[src/rtl/oeq_pkg.sv]
package oeq_pkg;
    // oscillator and system clock
    localparam int unsigned CLK_HZ = 250_000_000;
    localparam int unsigned OSC_HZ = 32_000;
    // system clocks per oscillator tick
    localparam int unsigned TICK_DIV = CLK_HZ / OSC_HZ;
    localparam int TICK_W = 14;
    localparam logic [TICK_W-1:0] TICK_LAST = TICK_W'(TICK_DIV - 1);
    // durations counted in oscillator ticks (31.25 us each)
    localparam int CNT_W = 9;
    localparam int unsigned TICKS_PER_MS = 32;
    // signal loss limit, in microseconds and ticks (round down)
    localparam int unsigned LOSS_US = 56;
    localparam logic [CNT_W-1:0] LOSS_TICKS =
        CNT_W'((LOSS_US * OSC_HZ) / 1_000_000);
    // gain initialisation hold, in microseconds and ticks (round up)
    localparam int unsigned GAIN_SETTLE_US = 3500;
    localparam logic [CNT_W-1:0] GAIN_SETTLE_TICKS =
        CNT_W'((GAIN_SETTLE_US * OSC_HZ + 999_999) / 1_000_000);
    // settle gap and rearm gap, in ticks (plain defaults)
    localparam logic [CNT_W-1:0] SETTLE_GAP_TICKS = 9'h010;
    localparam logic [CNT_W-1:0] REARM_GAP_TICKS = 9'h010;
    // select field encodings
    localparam logic [1:0] HSEL_OFF = 2'h0;
    localparam logic [1:0] HSEL_1MS = 2'h1;
    localparam logic [1:0] HSEL_2MS = 2'h2;
    localparam logic [1:0] LSEL_4MS = 2'h3;
    localparam logic [1:0] LSEL_2MS = 2'h2;

    typedef enum logic [5:0] {
        OEQ_GAIN = 6'h01,
        OEQ_GAP  = 6'h02,
        OEQ_WAIT = 6'h04,
        OEQ_HIGH = 6'h08,
        OEQ_LOW  = 6'h10,
        OEQ_OPEN = 6'h20
    } oeq_state_e;

    // limit lookup in ticks: ms figure times ticks per ms
    function automatic logic [CNT_W-1:0] ms_ticks(input int unsigned ms);
        ms_ticks = CNT_W'(ms * TICKS_PER_MS);
    endfunction

    function automatic logic [CNT_W-1:0] min_high(input logic [1:0] h);
        case (h)
            HSEL_1MS: min_high = ms_ticks(1);
            HSEL_2MS: min_high = ms_ticks(2);
            default: min_high = ms_ticks(4);
        endcase
    endfunction

    function automatic logic [CNT_W-1:0] min_low(input logic [1:0] l);
        case (l)
            LSEL_2MS: min_low = ms_ticks(2);
            LSEL_4MS: min_low = ms_ticks(4);
            default: min_low = ms_ticks(1);
        endcase
    endfunction

    function automatic logic [CNT_W-1:0] max_period(input logic [1:0] h,
                                                   input logic [1:0] l);
        int unsigned ms;
        ms = 0;
        case (h)
            HSEL_1MS: ms = (l == LSEL_4MS) ? 6 : (l == LSEL_2MS) ? 4 : 3;
            HSEL_2MS: ms = (l == LSEL_4MS) ? 8 : (l == LSEL_2MS) ? 5 : 4;
            default: ms = (l == LSEL_4MS) ? 10 : (l == LSEL_2MS) ? 8 : 6;
        endcase
        max_period = ms_ticks(ms);
    endfunction
endpackage

[src/rtl/oeq_tick_if.sv]
`timescale 1ns/1ps
`default_nettype none
// oscillator tick and synchronised demodulator level
interface oeq_tick_if;
    logic tick;
    logic demod;
    logic rise;
    logic fall;
    modport src (output tick, output demod, output rise, output fall);
    modport dst (input tick, input demod, input rise, input fall);
endinterface
`default_nettype wire

[src/rtl/oeq_qualifier.sv]
`timescale 1ns/1ps
`default_nettype none
// Behaviour
// - 2ms/4ms high rows set low and period
// - high, low minimums; period maximum
// - high timed rise to fall, bounded
// - low timed fall to rise, bounded
// - rise to rise period under maximum
// - high select zero bypasses qualifier
// - gate until fresh valid high and low
// - short high resets qualifier
// - signal loss over 56us during high resets
// - short low resets qualifier
// - high, low or sum overlong resets
// - soft reset command resets qualifier
// - long high needs gap and new rise
// - disabled qualifier passes all data
// - qualify right after settle gap
// - 1ms high row limits, host programs; code uses a fixed max_period table row for 1ms
// - data out only after header matches
// - hold reset during gain settle time
module oeq_qualifier
    import oeq_pkg::*;
#(
    // last count of the oscillator divider
    parameter logic [TICK_W-1:0] DIV_LAST = TICK_LAST
) (
    // clock and reset
    input wire logic ref_clk,
    input wire logic rst,
    // settings and commands
    input wire logic [1:0] high_time_select,
    input wire logic [1:0] low_time_select,
    input wire logic soft_reset_cmd,
    input wire logic wake,
    // demodulator and carrier presence
    input wire logic demod_in,
    input wire logic carrier_in,
    // output
    output logic data_output_pin,
    output logic data_enabled
);
    import oeq_pkg::*;

    oeq_tick_if t ();
    oeq_tick_gen #(.DIV_LAST(DIV_LAST)) u_tick (
        .ref_clk(ref_clk),
        .rst(rst),
        .demod_in(demod_in),
        .t(t)
    );

    oeq_state_e st_q, st_d;
    logic [CNT_W-1:0] cnt_q, cnt_d;
    logic [CNT_W-1:0] per_q, per_d;
    logic [CNT_W-1:0] loss_q, loss_d;
    logic [CNT_W-1:0] rearm_q, rearm_d;
    logic rearm_wait_q, rearm_wait_d;
    logic out_q, en_q;
    logic cr1_q, cr2_q, sc1_q, sc2_q;

    // limits from the select fields
    wire logic bypass = (high_time_select == HSEL_OFF);
    wire logic [CNT_W-1:0] lim_h = min_high(high_time_select);
    wire logic [CNT_W-1:0] lim_l = min_low(low_time_select);
    wire logic [CNT_W-1:0] lim_p =
        max_period(high_time_select, low_time_select);
    // half-tick-free counting: counts advance on oscillator ticks
    wire logic tk = t.tick;
    wire logic [CNT_W-1:0] cnt_inc = tk ? cnt_q + 1'b1 : cnt_q;
    wire logic [CNT_W-1:0] per_inc = tk ? per_q + 1'b1 : per_q;
    // high and low phase checks
    // minimums are lower bounds, period an upper bound
    wire logic high_ok = (cnt_q > lim_h) && (cnt_q <= lim_p);
    wire logic low_ok = (cnt_q > lim_l) && (cnt_q <= lim_p);
    wire logic per_over = (per_q > lim_p);
    wire logic high_over = (cnt_q > lim_p);
    wire logic lost = (loss_q > LOSS_TICKS);

    // synchronise carrier presence and soft reset command
    always_ff @(posedge ref_clk) begin
        if (rst) begin
            cr1_q <= 1'b0;
            cr2_q <= 1'b0;
            sc1_q <= 1'b0;
            sc2_q <= 1'b0;
        end else begin
            cr1_q <= carrier_in;
            cr2_q <= cr1_q;
            sc1_q <= soft_reset_cmd;
            sc2_q <= sc1_q;
        end
    end

    // next-state logic
    always_comb begin
        st_d = st_q;
        cnt_d = cnt_inc;
        per_d = per_inc;
        loss_d = loss_q;
        rearm_d = rearm_q;
        rearm_wait_d = rearm_wait_q;
        case (st_q)
            OEQ_GAIN: begin
                // held in reset while the gain loop settles
                if (cnt_q >= GAIN_SETTLE_TICKS) begin
                    st_d = OEQ_GAP;
                    cnt_d = '0;
                end
            end
            OEQ_GAP: begin
                if (cnt_q >= SETTLE_GAP_TICKS) begin
                    st_d = OEQ_WAIT;
                    cnt_d = '0;
                end
            end
            OEQ_WAIT: begin
                cnt_d = '0;
                per_d = '0;
                loss_d = '0;
                if (rearm_wait_q) begin
                    // after an overlong high, wait the gap first
                    rearm_d = tk ? rearm_q + 1'b1 : rearm_q;
                    if (rearm_q >= REARM_GAP_TICKS) begin
                        rearm_wait_d = 1'b0;
                    end
                end else if (t.rise) begin
                    st_d = OEQ_HIGH;
                end
            end
            OEQ_HIGH: begin
                loss_d = cr2_q ? '0 : (tk ? loss_q + 1'b1 : loss_q);
                if (lost) begin
                    st_d = OEQ_WAIT;
                end else if (high_over) begin
                    st_d = OEQ_WAIT;
                    rearm_wait_d = 1'b1;
                    rearm_d = '0;
                end else if (t.fall) begin
                    cnt_d = '0;
                    st_d = high_ok ? OEQ_LOW : OEQ_WAIT;
                end
            end
            OEQ_LOW: begin
                if (cnt_q > lim_p || per_over) begin
                    st_d = OEQ_WAIT;
                end else if (t.rise) begin
                    // open only if low and whole period pass
                    st_d = (low_ok && !per_over) ? OEQ_OPEN
                                                 : OEQ_WAIT;
                end
            end
            OEQ_OPEN: begin
                cnt_d = '0;
                per_d = '0;
            end
            default: st_d = OEQ_GAIN;
        endcase
        // soft reset restarts qualification from a clean state
        if (sc2_q || !wake) begin
            st_d = OEQ_GAIN;
            cnt_d = '0;
            per_d = '0;
            loss_d = '0;
            rearm_wait_d = 1'b0;
            rearm_d = '0;
        end
    end

    // state registers
    always_ff @(posedge ref_clk) begin
        if (rst) begin
            st_q <= OEQ_GAIN;
            cnt_q <= '0;
            per_q <= '0;
            loss_q <= '0;
            rearm_q <= '0;
            rearm_wait_q <= 1'b0;
        end else begin
            st_q <= st_d;
            cnt_q <= cnt_d;
            per_q <= per_d;
            loss_q <= loss_d;
            rearm_q <= rearm_d;
            rearm_wait_q <= rearm_wait_d;
        end
    end

    // output gate: open state or bypass passes demodulated data
    wire logic gate_open = bypass || (st_q == OEQ_OPEN);
    always_ff @(posedge ref_clk) begin
        if (rst) begin
            out_q <= 1'b0;
            en_q <= 1'b0;
        end else begin
            out_q <= gate_open & t.demod;
            en_q <= gate_open;
        end
    end

    assign data_output_pin = out_q;
    assign data_enabled = en_q;
endmodule // oeq_qualifier
`default_nettype wire

[src/rtl/oeq_tick_gen.sv]
`timescale 1ns/1ps
`default_nettype none
module oeq_tick_gen
    import oeq_pkg::*;
#(
    // last count of the oscillator divider
    parameter logic [TICK_W-1:0] DIV_LAST = TICK_LAST
) (
    // clock and reset
    input wire logic ref_clk,
    input wire logic rst,
    // raw demodulator pin
    input wire logic demod_in,
    // to qualifier
    oeq_tick_if.src t
);
    import oeq_pkg::*;
    logic [TICK_W-1:0] div_q;
    logic s1_q, s2_q, s3_q, tk_q;

    // divide system clock to oscillator rate
    always_ff @(posedge ref_clk) begin
        if (rst) begin
            div_q <= '0;
            tk_q <= 1'b0;
        end else begin
            div_q <= (div_q == DIV_LAST) ? '0 : div_q + 1'b1;
            tk_q <= (div_q == DIV_LAST);
        end
    end

    // two-stage synchroniser plus edge history
    always_ff @(posedge ref_clk) begin
        if (rst) begin
            s1_q <= 1'b0;
            s2_q <= 1'b0;
            s3_q <= 1'b0;
        end else begin
            s1_q <= demod_in;
            s2_q <= s1_q;
            s3_q <= s2_q;
        end
    end

    assign t.tick = tk_q;
    assign t.demod = s2_q;
    assign t.rise = s2_q & ~s3_q;
    assign t.fall = ~s2_q & s3_q;
endmodule // oeq_tick_gen
`default_nettype wire

[config.mk]
export PLATFORM = sky130hd
export DESIGN_NAME = oeq_qualifier
export DESIGN_NICKNAME = d
export VERILOG_FILES = /design/src/rtl/oeq_pkg.sv /design/src/rtl/oeq_tick_if.sv /design/src/rtl/oeq_qualifier.sv /design/src/rtl/oeq_tick_gen.sv
export SDC_FILE = /design/constraint.sdc
export NUM_CORES = 1
export LEC_CHECK = 0
export BUFFER_PORTS_ARGS = -buffer_cell sky130_fd_sc_hd__buf_2
export CAP_MARGIN = 40
export CORE_UTILIZATION = 55
export CTS_BUF_LIST = sky130_fd_sc_hd__clkbuf_4 sky130_fd_sc_hd__clkbuf_8
export CTS_CLUSTER_DIAMETER = 30
export DETAILED_ROUTE_END_ITERATION = 12
export PLACE_DENSITY = 0.73
export SLEW_MARGIN = 20
export SYNTH_ARGS = -nofsm -noshare
export SYNTH_HDL_FRONTEND = slang
export SYNTH_SLANG_ARGS = --single-unit
[constraint.sdc]
create_clock -name ref_clk -period 5.97 [get_ports ref_clk]
set_clock_uncertainty 0.15 [all_clocks]
set_input_delay 0.597 -clock ref_clk [delete_from_list [all_inputs] [get_ports ref_clk]]
set_output_delay 0.597 -clock ref_clk [all_outputs]
set_load 0.02 [all_outputs]
; ---- Word-level counts from Yosys, hierarchy flattened
; Index checks and enable logic that the tools add are counted.
[classes]
addsub = 5
magnitude_cmp = 9
eq_ne = 22
n_mux = 41
bitwise = 6
n_reduce_logical = 18
[ops]
columns = operator, n
row1 = $mux W9, 12
row2 = $mux W6, 10
row3 = $add A9 B1 Y9 const B, 4
row4 = $gt A9 B9 Y1, 4
row5 = $pmux W6 S6, 1
row6 = $pmux W9 S2, 2
row7 = $pmux W9 S4, 1
row8 = $pmux W8 S2, 2
row9 = $ge A9 B5 Y1 const B, 2
row10 = $add A14 B1 Y14 const B, 1
row11 = $eq A14 B13 Y1 const B, 1
row12 = $ne A2 B2 Y1 const B, 7
row13 = $mux W4, 3
row14 = $ge A9 B7 Y1 const B, 1
row15 = $gt A9 B1 Y1 const B, 1
row16 = $le A9 B9 Y1, 1
row17 = $pmux W4 S2, 1
row18 = $reduce_and A7 Y1, 1
row19 = $eq A2 B2 Y1 const B, 3
row20 = $eq A6 B1 Y1 const B, 1
row21 = $eq A6 B2 Y1 const B, 1
row22 = $eq A6 B3 Y1 const B, 1
row23 = $eq A6 B4 Y1 const B, 1
row24 = $eq A6 B5 Y1 const B, 1
row25 = 22 further kinds, 38
[word_totals]
ff_bits = 67
input_bits = 10
out_inout_bits = 2
wordCells = 118

; ---- Logic depth before layout (Yosys ltp)
; Gate-level depths: netlist (run 1).
[logic_depth]
ltp_word = 11
ltp_mapped = 15
mapped_depth_nobuf = 14

; ---- By module
; Synthesis (run 1) repeated with hierarchy kept, for this count alone.
[hier_totals]
hier_cells = 442
area_unflattened_um2 = 3713.6
[by_module_without_submodules]
columns = module, n_inst, cells_per_inst, area_each_um2, seq_area_each_um2
row1 = oeq_qualifier, 1, 364, 2976.6, 980.9
row2 = oeq_tick_gen, 1, 78, 737.0, 360.3

; ---- Worst setup path after synthesis (run 1)
; Ideal clock, no wire load.
[synth_timing]
path_type = input-to-reg
startpoint = input high_time_select[0]
endpoint = register st_q[5]
setup_ns = 0.070
arrival_time_ns = 3.237
required_ns = 5.750
path_slack_ns = 2.513
path_stages = 13
n_path_buf = 0
cell_sequence = inv_1 -> ha_1 -> inv_1 -> o21ai_0 -> ha_1 -> nor4b_2 -> nand3_1 -> o31ai_1 -> o32a_1 -> nand2_1 -> or4_1 -> or3_1 -> a21oi_1
[synth_between]
elab_chain_cells = 9
word_cells_on_any_way = 19
classes_between = order compare: 3 / eq/ne: 4 / mux: 7 / reduce/logical: 5
[synth_lines]
columns = element, line
row1 = "start, declared", oeq_qualifier.sv:32  ; input wire logic [1:0] high_time_select,
row2 = $eq A2 B2 Y1 / $eq A2 B1 Y1 (equally long branches), oeq_pkg.sv:64  ; case (h)
row3 = $pmux W4 S2 (*), oeq_pkg.sv:64
row4 = $le A9 B9 Y1 / $gt A9 B9 Y1 (equally long branches), "oeq_qualifier.sv:75, oeq_qualifier.sv:76"
row5 = $logic_and A1 B1 Y1 / $logic_not A1 Y1 (equally long branches), "oeq_qualifier.sv:75, oeq_qualifier.sv:149"
row6 = $logic_and A1 B1 Y1, oeq_qualifier.sv:149  ; st_d = (low_ok && !per_over) ? OEQ_OPEN
row7 = $mux W6, oeq_qualifier.sv:149
row8 = $mux W6, oeq_qualifier.sv:147  ; end else if (t.rise) begin
row9 = $mux W6, oeq_qualifier.sv:145  ; if (cnt_q > lim_p || per_over) begin
row10 = $pmux W6 S6, oeq_qualifier.sv:103  ; case (st_q)
row11 = "end signal, assigned", oeq_qualifier.sv:180  ; st_q <= st_d;
row12 = "end, declared", oeq_qualifier.sv:53  ; oeq_state_e st_q, st_d;
; Every way passes the cells marked *; elsewhere a longest branch is shown, timed or not. The select of a mux whose other input is x is not followed.
; A chain may end at the register's enable or synchronous reset.

; ---- Worst setup path in the final report (run 1)
; Ends and elaborated chain as after synthesis.

==> results.sh, run 1 <==
export IMPL_ys_types=56
export IMPL_vias=2987
export IMPL_power_density_nw_per_um2=239.0
export IMPL_fin_cells=524
export IMPL_holdWs_ns=0.2916
export IMPL_die_width_um=83.59
export IMPL_core_um2=6386
export IMPL_cts_sinks=67
export IMPL_relSlewSlack=0.5048
export IMPL_clkLatencyLatePin_ns=0.34
export IMPL_peakVddDrop_mv=0.1899
export IMPL_tritoncts="built"
export IMPL_viasPerCell=5.700
export IMPL_pre_cts_slack_ns=2.132
export IMPL_grt_usage=0.2142
export IMPL_ys_top_cells_by_count="nor2_1 (70), dfxtp_1 (67), nand2_1 (27), xor2_1 (27), ha_1 (24)"
export IMPL_yosysMostFrequentCell="nor2_1"
export IMPL_start_util=0.5733
export IMPL_syn_nets=467
export IMPL_dp_cells=508
export IMPL_cts_root_buf="clkbuf_8"
export IMPL_hold_buffers=0
export IMPL_crit_required_ns=6.10
export IMPL_syn_area_per_cell_um2=8.455
export IMPL_clk_pin_slew_ns=0.08
export IMPL_fin_area_um2=3984
export IMPL_worstPathCellList="buf_2 -> inv_1 -> ha_1 -> inv_1 -> o21ai_0 -> ha_1 -> nor4b_2 -> nand3_1 -> o31ai_1 -> o32a_1 -> nand2_1 -> or4_1 -> or3_1 -> a21oi_1"
export IMPL_ant_nets=0
export IMPL_synth_top_family_by_area="simple AND/OR/NAND/NOR gates"
export IMPL_worst_slack_ns=2.391
export IMPL_area_growth_pct=8.817
export IMPL_critPathTopFamily="simple AND/OR/NAND/NOR gates"
export IMPL_antennaDiodeCount=0
export IMPL_drt_wirelength_per_cell_um=13.44
export IMPL_die_area_um2=6986
export IMPL_finalNetCount=476
export IMPL_path_class="input port to register"
export IMPL_first_pass_iters=4
export IMPL_syn_inst=433
export IMPL_maxCapViolCount=0
export IMPL_postLayoutCoreUtil=0.6238
export IMPL_totalWireLength_mm=7.041
export IMPL_drive_gt1_frac=0.08949
export IMPL_synth_compound_area_share=0.1183
export IMPL_die_h_um=83.59
export IMPL_cts_made_buffers=9
export IMPL_row_count=29
export IMPL_max_stage_delay_ns=0.51
export IMPL_rsz0062_at_grt="no"
export IMPL_setup_violations=0
export IMPL_hp_class="register to register"
export IMPL_grt_pass1_vias=2759
export IMPL_place_hpwl_mm=4.971
export IMPL_synthDominantCellAreaShare=0.3664
export IMPL_finalCritPeriodShare=0.5995
export IMPL_finalMaxSlewViolations=0
export IMPL_critPathBufInv=3
export IMPL_clock_path_buffers=2
export IMPL_numPortBuffers=11
export IMPL_path_max_fanout=9
export IMPL_min_period_ns=3.579
export IMPL_synth_area_um2=3661
export IMPL_worst_setup_path_start_kind="input port"
export IMPL_cts_setup_buffers=0
export IMPL_crit_path_top_delay_cell="or4_1"
export IMPL_routabilityCongestion=0.8374
export IMPL_synthAdderAreaFrac=0.08202
export IMPL_n_fill_cell=552
export IMPL_ys_seq_elements=67
export IMPL_min_from="cr1_q"
export IMPL_leakage_nw=1.543
export IMPL_grt_pass1_wl_mm=12.23
export IMPL_synthXorXnorAreaFrac=0.09330
export IMPL_worst_slew_pin_slew_ns=0.7412
export IMPL_final_hold_violation_count=0
export IMPL_critPathCaptureType="register"
export IMPL_cts_htree_levels=3
export IMPL_drc=0
export IMPL_io_pins=12
export IMPL_synth_simple_area_share=0.2905
export IMPL_outcome="finished, final reports clean"
export IMPL_dr_first_iter_drc_count=189
export IMPL_cts_resized=0
export IMPL_synth_top_cells_by_area="dfxtp_1 (37%), ha_1 (8.2%), nor2_1 (7.2%)"
export IMPL_crit_start="high_time_select[0]"
export IMPL_synth_warnings=0
export IMPL_antenna_found_initial=0
export IMPL_synthArstFlopShare=0
export IMPL_yosysTopAreaCell="dfxtp_1"
export IMPL_synth_edf_count=0
export IMPL_ys_seq_area_frac=0.3664
export IMPL_grt_max_degree=15
export IMPL_fin_tns_setup_ns=0
export IMPL_muxShareOfSynthArea=0.008202
export IMPL_overflow=0
export IMPL_p_total_mw=0.9522
export IMPL_crit_arrival_ns=3.71
export IMPL_fmax_ghz=0.2794
export IMPL_r2r_start="per_q[6]"
export IMPL_synthFlopType="dfxtp_1"
export IMPL_placed_area_um2=3751
cell usage in the layout, fill, tap and decap left out, types with 3 or more instances in the layout:
cell,instances
a41oi_1,3
nor2b_1,12
or3_1,8
clkbuf_8,10
nand3_1,12
xnor2_1,12
a21oi_1,16
dfxtp_1,67
or4_1,6
mux2i_1,3
o21ai_1,3
nand2b_1,7
o2111ai_1,3
ha_1,24
and3_1,10
a21o_1,3
nand2_1,27
xor2_1,27
nand3b_1,3
inv_1,23
nor2_1,70
o211ai_1,5
nor3b_1,4
buf_2,11
nor3_1,5
o21ai_0,15
nor4_1,5
nand4_1,16
per-layer routing:
layer | up-vias | GRT usage | wire length [µm]
met1 | 1404 | 0.2687 | 3390
met4 | 0 | 0.1125 | 116
met5 | - | 0 | 0
met2 | 47 | 0.3415 | 3354
met3 | 10 | 0.05045 | 179
li1 | 1526 | - | -
worst register-to-register path, delay by kind of cell (launching register included):
family	cells	cell delay, ns
AOI/OAI and AO/OA	3	0.70
and+or+nand+nor	5	1.28
adders and majority gates	1	0.31
DFF	1	0.34
layout make-up:
cell class / instances / area, µm² / share of cell area
clock inverters: 6 / 95.09 / 0.02387
clock buffers: 10 / 137.6 / 0.03455
well taps: 77 / 96.34 / 0.02418
inverters: 24 / 90.09 / 0.02261
repair buffers: 11 / 55.05 / 0.01382
multi-input cells: 329 / 2168 / 0.5443
flip-flops and latches: 67 / 1341 / 0.3367
cell families after synthesis:
family | Yosys count
simple gates | 200
flops | 67
compound gates | 63
xor+xnor | 39
buf+inv | 37
fa+ha+maj | 24
mux | 3
state kept, by name, indices dropped and copies added (netlist names), 6 cells and up:
signal        cells
rearm_q           9
loss_q            9
u_tick.div_q     14
st_q              6
cnt_q             9
per_q             9
power by group:
group          switching, mW  internal, mW  total, mW
Clock                  0.188         0.251      0.439
Sequential           0.00277         0.451      0.453
Combinational         0.0356        0.0247     0.0603
final timing paths:
path              cells past startpoint  slack [ns]       to
setup / recovery                     14        2.39  st_q[5]
hold reg to reg                       1        0.29    cr2_q
hold / removal                        1        0.29    cr2_q
setup reg to reg                      9        3.12  st_q[5]
Note: power is estimated with default switching activity, not from simulation.
==> inputs of run 2 (changes only) <==
Clock period 5.97 ns to 3.7 ns, I/O delays scaled along.
==> results.sh, run 2 (synthesis gave the netlist of run 1 again) <==
export IMPL_crit_path_top_delay_cell="or4_1"
export IMPL_tritoncts="built"
export IMPL_place_hpwl_mm=5.011
export IMPL_largest_reg_flops=14
export IMPL_max_stage_delay_ns=0.51
export IMPL_grt_max_degree=15
export IMPL_final_cell_mix="nor2_1 (70), dfxtp_1 (67), nand2_1 (27), xor2_1 (27), ha_1 (24)"
export IMPL_dr_first_iter_drc_count=184
export IMPL_largest_register="u_tick.div_q"
export IMPL_cts_setup_buffers=0
export IMPL_cts_htree_levels=3
export IMPL_power_density_nw_per_um2=379.9
export IMPL_numPortBuffers=11
export IMPL_vias=2963
export IMPL_rsz0062_at_grt="no"
export IMPL_relSlewSlack=0.5090
export IMPL_worst_setup_path_start_kind="input port"
export IMPL_overflow=0
export IMPL_route_met2_wl_mm=3.269
export IMPL_cts_sinks=67
export IMPL_final_common_cell="nor2_1"
export IMPL_wl_met1_mm=3.320
export IMPL_finalCritPeriodShare=0.8579
export IMPL_fin_area_um2=3983
export IMPL_r2r_end="st_q[5]"
export IMPL_antennaDiodeCount=0
export IMPL_worstPathCellList="buf_2 -> inv_1 -> ha_1 -> inv_1 -> o21ai_0 -> ha_1 -> nor4b_2 -> nand3_1 -> o31ai_1 -> o32a_1 -> nand2_1 -> or4_1 -> or3_1 -> a21oi_1"
export IMPL_drt_wirelength_per_cell_um=13.20
export IMPL_start_util=0.5733
export IMPL_cts_resized=0
export IMPL_routabilityCongestion=0.8366
export IMPL_row_count=29
export IMPL_min_period_ns=3.174
export IMPL_ant_nets=0
export IMPL_multi_input_area_um2=2168
export IMPL_die_h_um=83.59
export IMPL_leakage_nw=1.544
export IMPL_n_fill_cell=566
export IMPL_crit_arrival_ns=3.30
export IMPL_hold_buffers=0
export IMPL_r2r_start="cnt_q[6]"
export IMPL_rr_worst_depth=8
export IMPL_fin_tns_setup_ns=0
export IMPL_min_from="soft_reset_cmd"
export IMPL_placed_area_um2=3759
export IMPL_cts_root_buf="clkbuf_8"
export IMPL_clk_pin_slew_ns=0.08
export IMPL_min_path_cells=2
export IMPL_path_class="input port to register"
export IMPL_peakVddDrop_mv=0.3668
export IMPL_grt_pass1_vias=2825
export IMPL_die_width_um=83.59
export IMPL_dr_max_layer_used="met4"
export IMPL_core_um2=6386
export IMPL_pre_cts_slack_ns=0.1617
export IMPL_hp_class="input port to register"
export IMPL_min_to="sc1_q"
export IMPL_finalNetCount=477
export IMPL_clock_path_buffers=2
export IMPL_p_total_mw=1.513
export IMPL_dr_wl_met3_um=196
export IMPL_fmax_ghz=0.3150
export IMPL_totalWireLength_mm=6.928
export IMPL_drive_gt1_frac=0.09152
export IMPL_area_growth_pct=8.783
export IMPL_cts_made_buffers=9
export IMPL_grt_pass1_wl_mm=12.23
export IMPL_maxCapViolCount=0
export IMPL_viasPerCell=5.644
export IMPL_first_pass_iters=4
export IMPL_finalMaxSlewViolations=0
export IMPL_die_area_um2=6986
export IMPL_r2r_setup_slack_ns=0.88
export IMPL_final_hold_violation_count=0
export IMPL_path_max_fanout=3
export IMPL_crit_required_ns=3.83
export IMPL_outcome="finished, final reports clean"
export IMPL_antenna_found_initial=0
export IMPL_critPathCaptureType="register"
export IMPL_worst_slack_ns=0.5259
export IMPL_io_pins=12
export IMPL_setup_violations=0
export IMPL_grt_usage=0.2130
export IMPL_worst_slew_pin_slew_ns=0.7350
export IMPL_drc=0
export IMPL_register_area_um2=1341
export IMPL_clkLatencyLatePin_ns=0.34
## run 2: changes by cell type in the layout (fill, tap and decap cells not counted)
| cell | before | now |
|---|---|---|
| clkinv_2 | 0 | 1 |
| buf_4 | 0 | 1 |
| clkbuf_8 | 10 | 9 |
## run 2: worst max path at each step
stage	start	to	slack (ns)	cells past startpoint
3_5_place_dp	high_time_select[0]	st_q[5]	0.16	14
3_3_place_gp	high_time_select[0]	st_q[5]	0.31	14
2_1_floorplan	high_time_select[0]	st_q[5]	0.47	13
4_1_cts	high_time_select[0]	st_q[5]	0.53	14
6_report	high_time_select[0]	st_q[5]	0.53	14
5_1_grt	high_time_select[0]	st_q[5]	0.27	14
## run 2: area by class of cell
class                      instances  area share
clock inverter                     7     0.02513
clock buffer                       9     0.03110
timing repair buffer              12     0.01571
multi-input combinational        329      0.5445
tap                               77     0.02419
inverter                          24     0.02262
sequential                        67      0.3368
## run 2: worst max-delay path: cells and delay by family
family	cells	cell delay, ns
fa+ha+maj	2	0.66
simple gates	5	1.28
buf+inv	3	0.24
compound gates	4	0.75
## run 2: per-stage QoR
step	instances	util	hold WS, ns
after detailed placement	509	0.5886	0.2781
after global routing	525	0.6236	0.07437
final	525	0.6236	0.08103
after global placement	509	0.5886	0.2681
after CTS	525	0.6236	0.05796
after floorplan	433	-	0.2638
## run 2: layer usage
layer / vias up / global-route usage
met1: 1379 / 0.2651
met4: 0 / 0.09091
li1: 1531 / -
met3: 13 / 0.04847
met5: - / 0
met2: 40 / 0.3533
## run 2: power breakdown
group	switching, mW	total (mW)	internal, mW
combinational	0.0575	0.0985	0.0410
clock	0.298	0.683	0.385
sequential	0.00459	0.732	0.727
==> inputs of run 3 (changes only) <==
==> constraint.sdc (replaced) <==
create_clock -name ref_clk -period 3.7 [get_ports ref_clk]
set_clock_uncertainty 0.15 [all_clocks]
set_input_delay 0.74 -clock ref_clk [delete_from_list [all_inputs] [get_ports ref_clk]]
set_output_delay 0.74 -clock ref_clk [all_outputs]
set_load 0.02 [all_outputs]
==> results.sh, run 3 (synthesis gave the netlist of run 1 again) <==
export IMPL_r2r_setup_slack_ns=0.93
export IMPL_row_count=29
export IMPL_cts_htree_levels=3
export IMPL_core_um2=6386
export IMPL_drt_wirelength_per_cell_um=13.09
export IMPL_place_hpwl_mm=5.061
export IMPL_grt_pass1_vias=2851
export IMPL_worst_slew_pin_slew_ns=0.8058
export IMPL_finalNetCount=488
export IMPL_relSlewSlack=0.4616
export IMPL_path_class="input port to register"
export IMPL_critPathCaptureType="register"
export IMPL_finalMaxSlewViolations=0
export IMPL_pwr_share_clk=0.427
export IMPL_rsz0062_at_grt="no"
export IMPL_crit_arrival_ns=3.52
export IMPL_io_pins=12
export IMPL_grt_max_degree=15
export IMPL_vias=3009
export IMPL_worst_setup_path_start_kind="input port"
export IMPL_largest_reg_flops=14
export IMPL_overflow=0
export IMPL_antennaDiodeCount=0
export IMPL_die_width_um=83.59
export IMPL_totalWireLength_mm=7.018
export IMPL_outcome="finished, final reports clean"
export IMPL_switchingPower_mw=0.3705
export IMPL_power_density_nw_per_um2=365.0
export IMPL_final_common_cell="nor2_1"
export IMPL_cts_sinks=67
export IMPL_min_path_cells=1
export IMPL_clkLatencyLatePin_ns=0.34
export IMPL_hp_class="register to register"
export IMPL_final_cell_mix="nor2_1 (70), dfxtp_1 (67), nand2_1 (27), xor2_1 (27), ha_1 (24)"
export IMPL_crit_required_ns=3.83
export IMPL_r2r_end="st_q[5]"
export IMPL_clk_pin_slew_ns=0.08
export IMPL_fmax_ghz=0.2944
export IMPL_grt_pass1_wl_mm=12.33
export IMPL_path_max_fanout=2
export IMPL_drive_gt1_frac=0.1133
export IMPL_setup_violations=0
export IMPL_largest_register="u_tick.div_q"
export IMPL_combPwrFrac=0.078
export IMPL_peakVddDrop_mv=0.3237
export IMPL_grt_usage=0.2127
export IMPL_area_growth_pct=10.49
export IMPL_min_to="cr2_q"
export IMPL_dp_cells=520
export IMPL_dr_first_iter_drc_count=159
export IMPL_r2r_start="cnt_q[6]"
export IMPL_start_util=0.5733
export IMPL_min_from="cr1_q"
export IMPL_maxCapViolCount=0
export IMPL_finalCritPeriodShare=0.9181
export IMPL_switching_share=0.2510
export IMPL_cts_setup_buffers=0
export IMPL_viasPerCell=5.614
export IMPL_pwr_share_seq=0.496
export IMPL_fin_cells=536
export IMPL_leakage_nw=1.584
export IMPL_routabilityCongestion=0.8759
export IMPL_die_h_um=83.59
export IMPL_first_pass_iters=5
export IMPL_die_area_um2=6986
export IMPL_drc=0
export IMPL_min_period_ns=3.397
export IMPL_ant_nets=0
export IMPL_n_fill_cell=563
export IMPL_internal_power_mw=1.106
export IMPL_numPortBuffers=11
export IMPL_cts_made_buffers=9
export IMPL_p_total_mw=1.476
export IMPL_rr_worst_depth=8
export IMPL_tritoncts="built"
export IMPL_antenna_found_initial=0
export IMPL_cts_root_buf="clkbuf_8"
export IMPL_clock_path_buffers=2
export IMPL_final_hold_violation_count=0
[run 3: what timing repair did]
action	4_1_cts	5_1_grt
gates resized for setup	0	1
setup endpoints to repair	0	1
endpoints found under the hold margin	0	0
hold buffers	0	0
[run 3: cell type report]
class | count | area [µm²] | share of cell area
clock buffers | 10 | 131.4 | 0.03248
clock inverters | 6 | 72.57 | 0.01794
inverters | 24 | 90.09 | 0.02227
multi-input cells | 329 | 2168 | 0.5360
flip-flops and latches | 67 | 1341 | 0.3316
well taps | 77 | 96.34 | 0.02382
repair buffers | 23 | 145.1 | 0.03588
[run 3: worst max-delay path by stage]
stage	startpoint	depth (start not counted)	endpoint
floorplan	high_time_select[0]	13	st_q[5]
CTS	high_time_select[0]	14	st_q[5]
global route	high_time_select[1]	14	st_q[5]
finish	high_time_select[0]	14	st_q[5]
detailed placement	high_time_select[0]	14	st_q[5]
global placement	high_time_select[0]	14	st_q[5]
[run 3: worst max-delay path, stage by stage]
cell     delay, ns
buf_2         0.09
inv_1         0.05
ha_1          0.30
inv_1         0.06
o21ai_1       0.09
ha_1          0.30
nor4b_2       0.23
nand3_1       0.14
o31ai_1       0.25
o32a_1        0.22
nand2_1       0.07
or4_1         0.52
or3_1         0.32
a21oi_1       0.14
[run 3: per-stage QoR]
step                      hold slack [ns]  area (µm²)    util  worst slack (ns)  setup TNS (ns)
after floorplan                    0.2638        3661       -            0.1001               0
after global placement             0.2664        3841  0.6015          0.003727               0
after detailed placement           0.2723        3841  0.6015          -0.08497         -0.2248
after CTS                          0.2940        4045  0.6334            0.2596               0
after global routing               0.3204        4045  0.6334          0.004858               0
final                              0.2919        4045  0.6334            0.3030               0
[run 3: routing by layer]
layer / vias to the layer above / part of all wire / track usage
li1: 1555 / - / -
met1: 1383 / 0.50 / 0.2815
met2: 57 / 0.45 / 0.3452
met3: 14 / 0.026 / 0.03660
met4: 0 / 0.020 / 0.08320
met5: - / 0 / 0
[run 3: power by group through the flow]
stage | Clock, mW | Sequential [mW] | Combinational (mW)
CTS | 0.638 | 0.731 | 0.114
floorplan | 0 | 0.748 | 0.0737
global route | 0.665 | 0.733 | 0.128
global placement | 0 | 0.748 | 0.110
finish | 0.630 | 0.732 | 0.114
detailed placement | 0 | 0.748 | 0.113
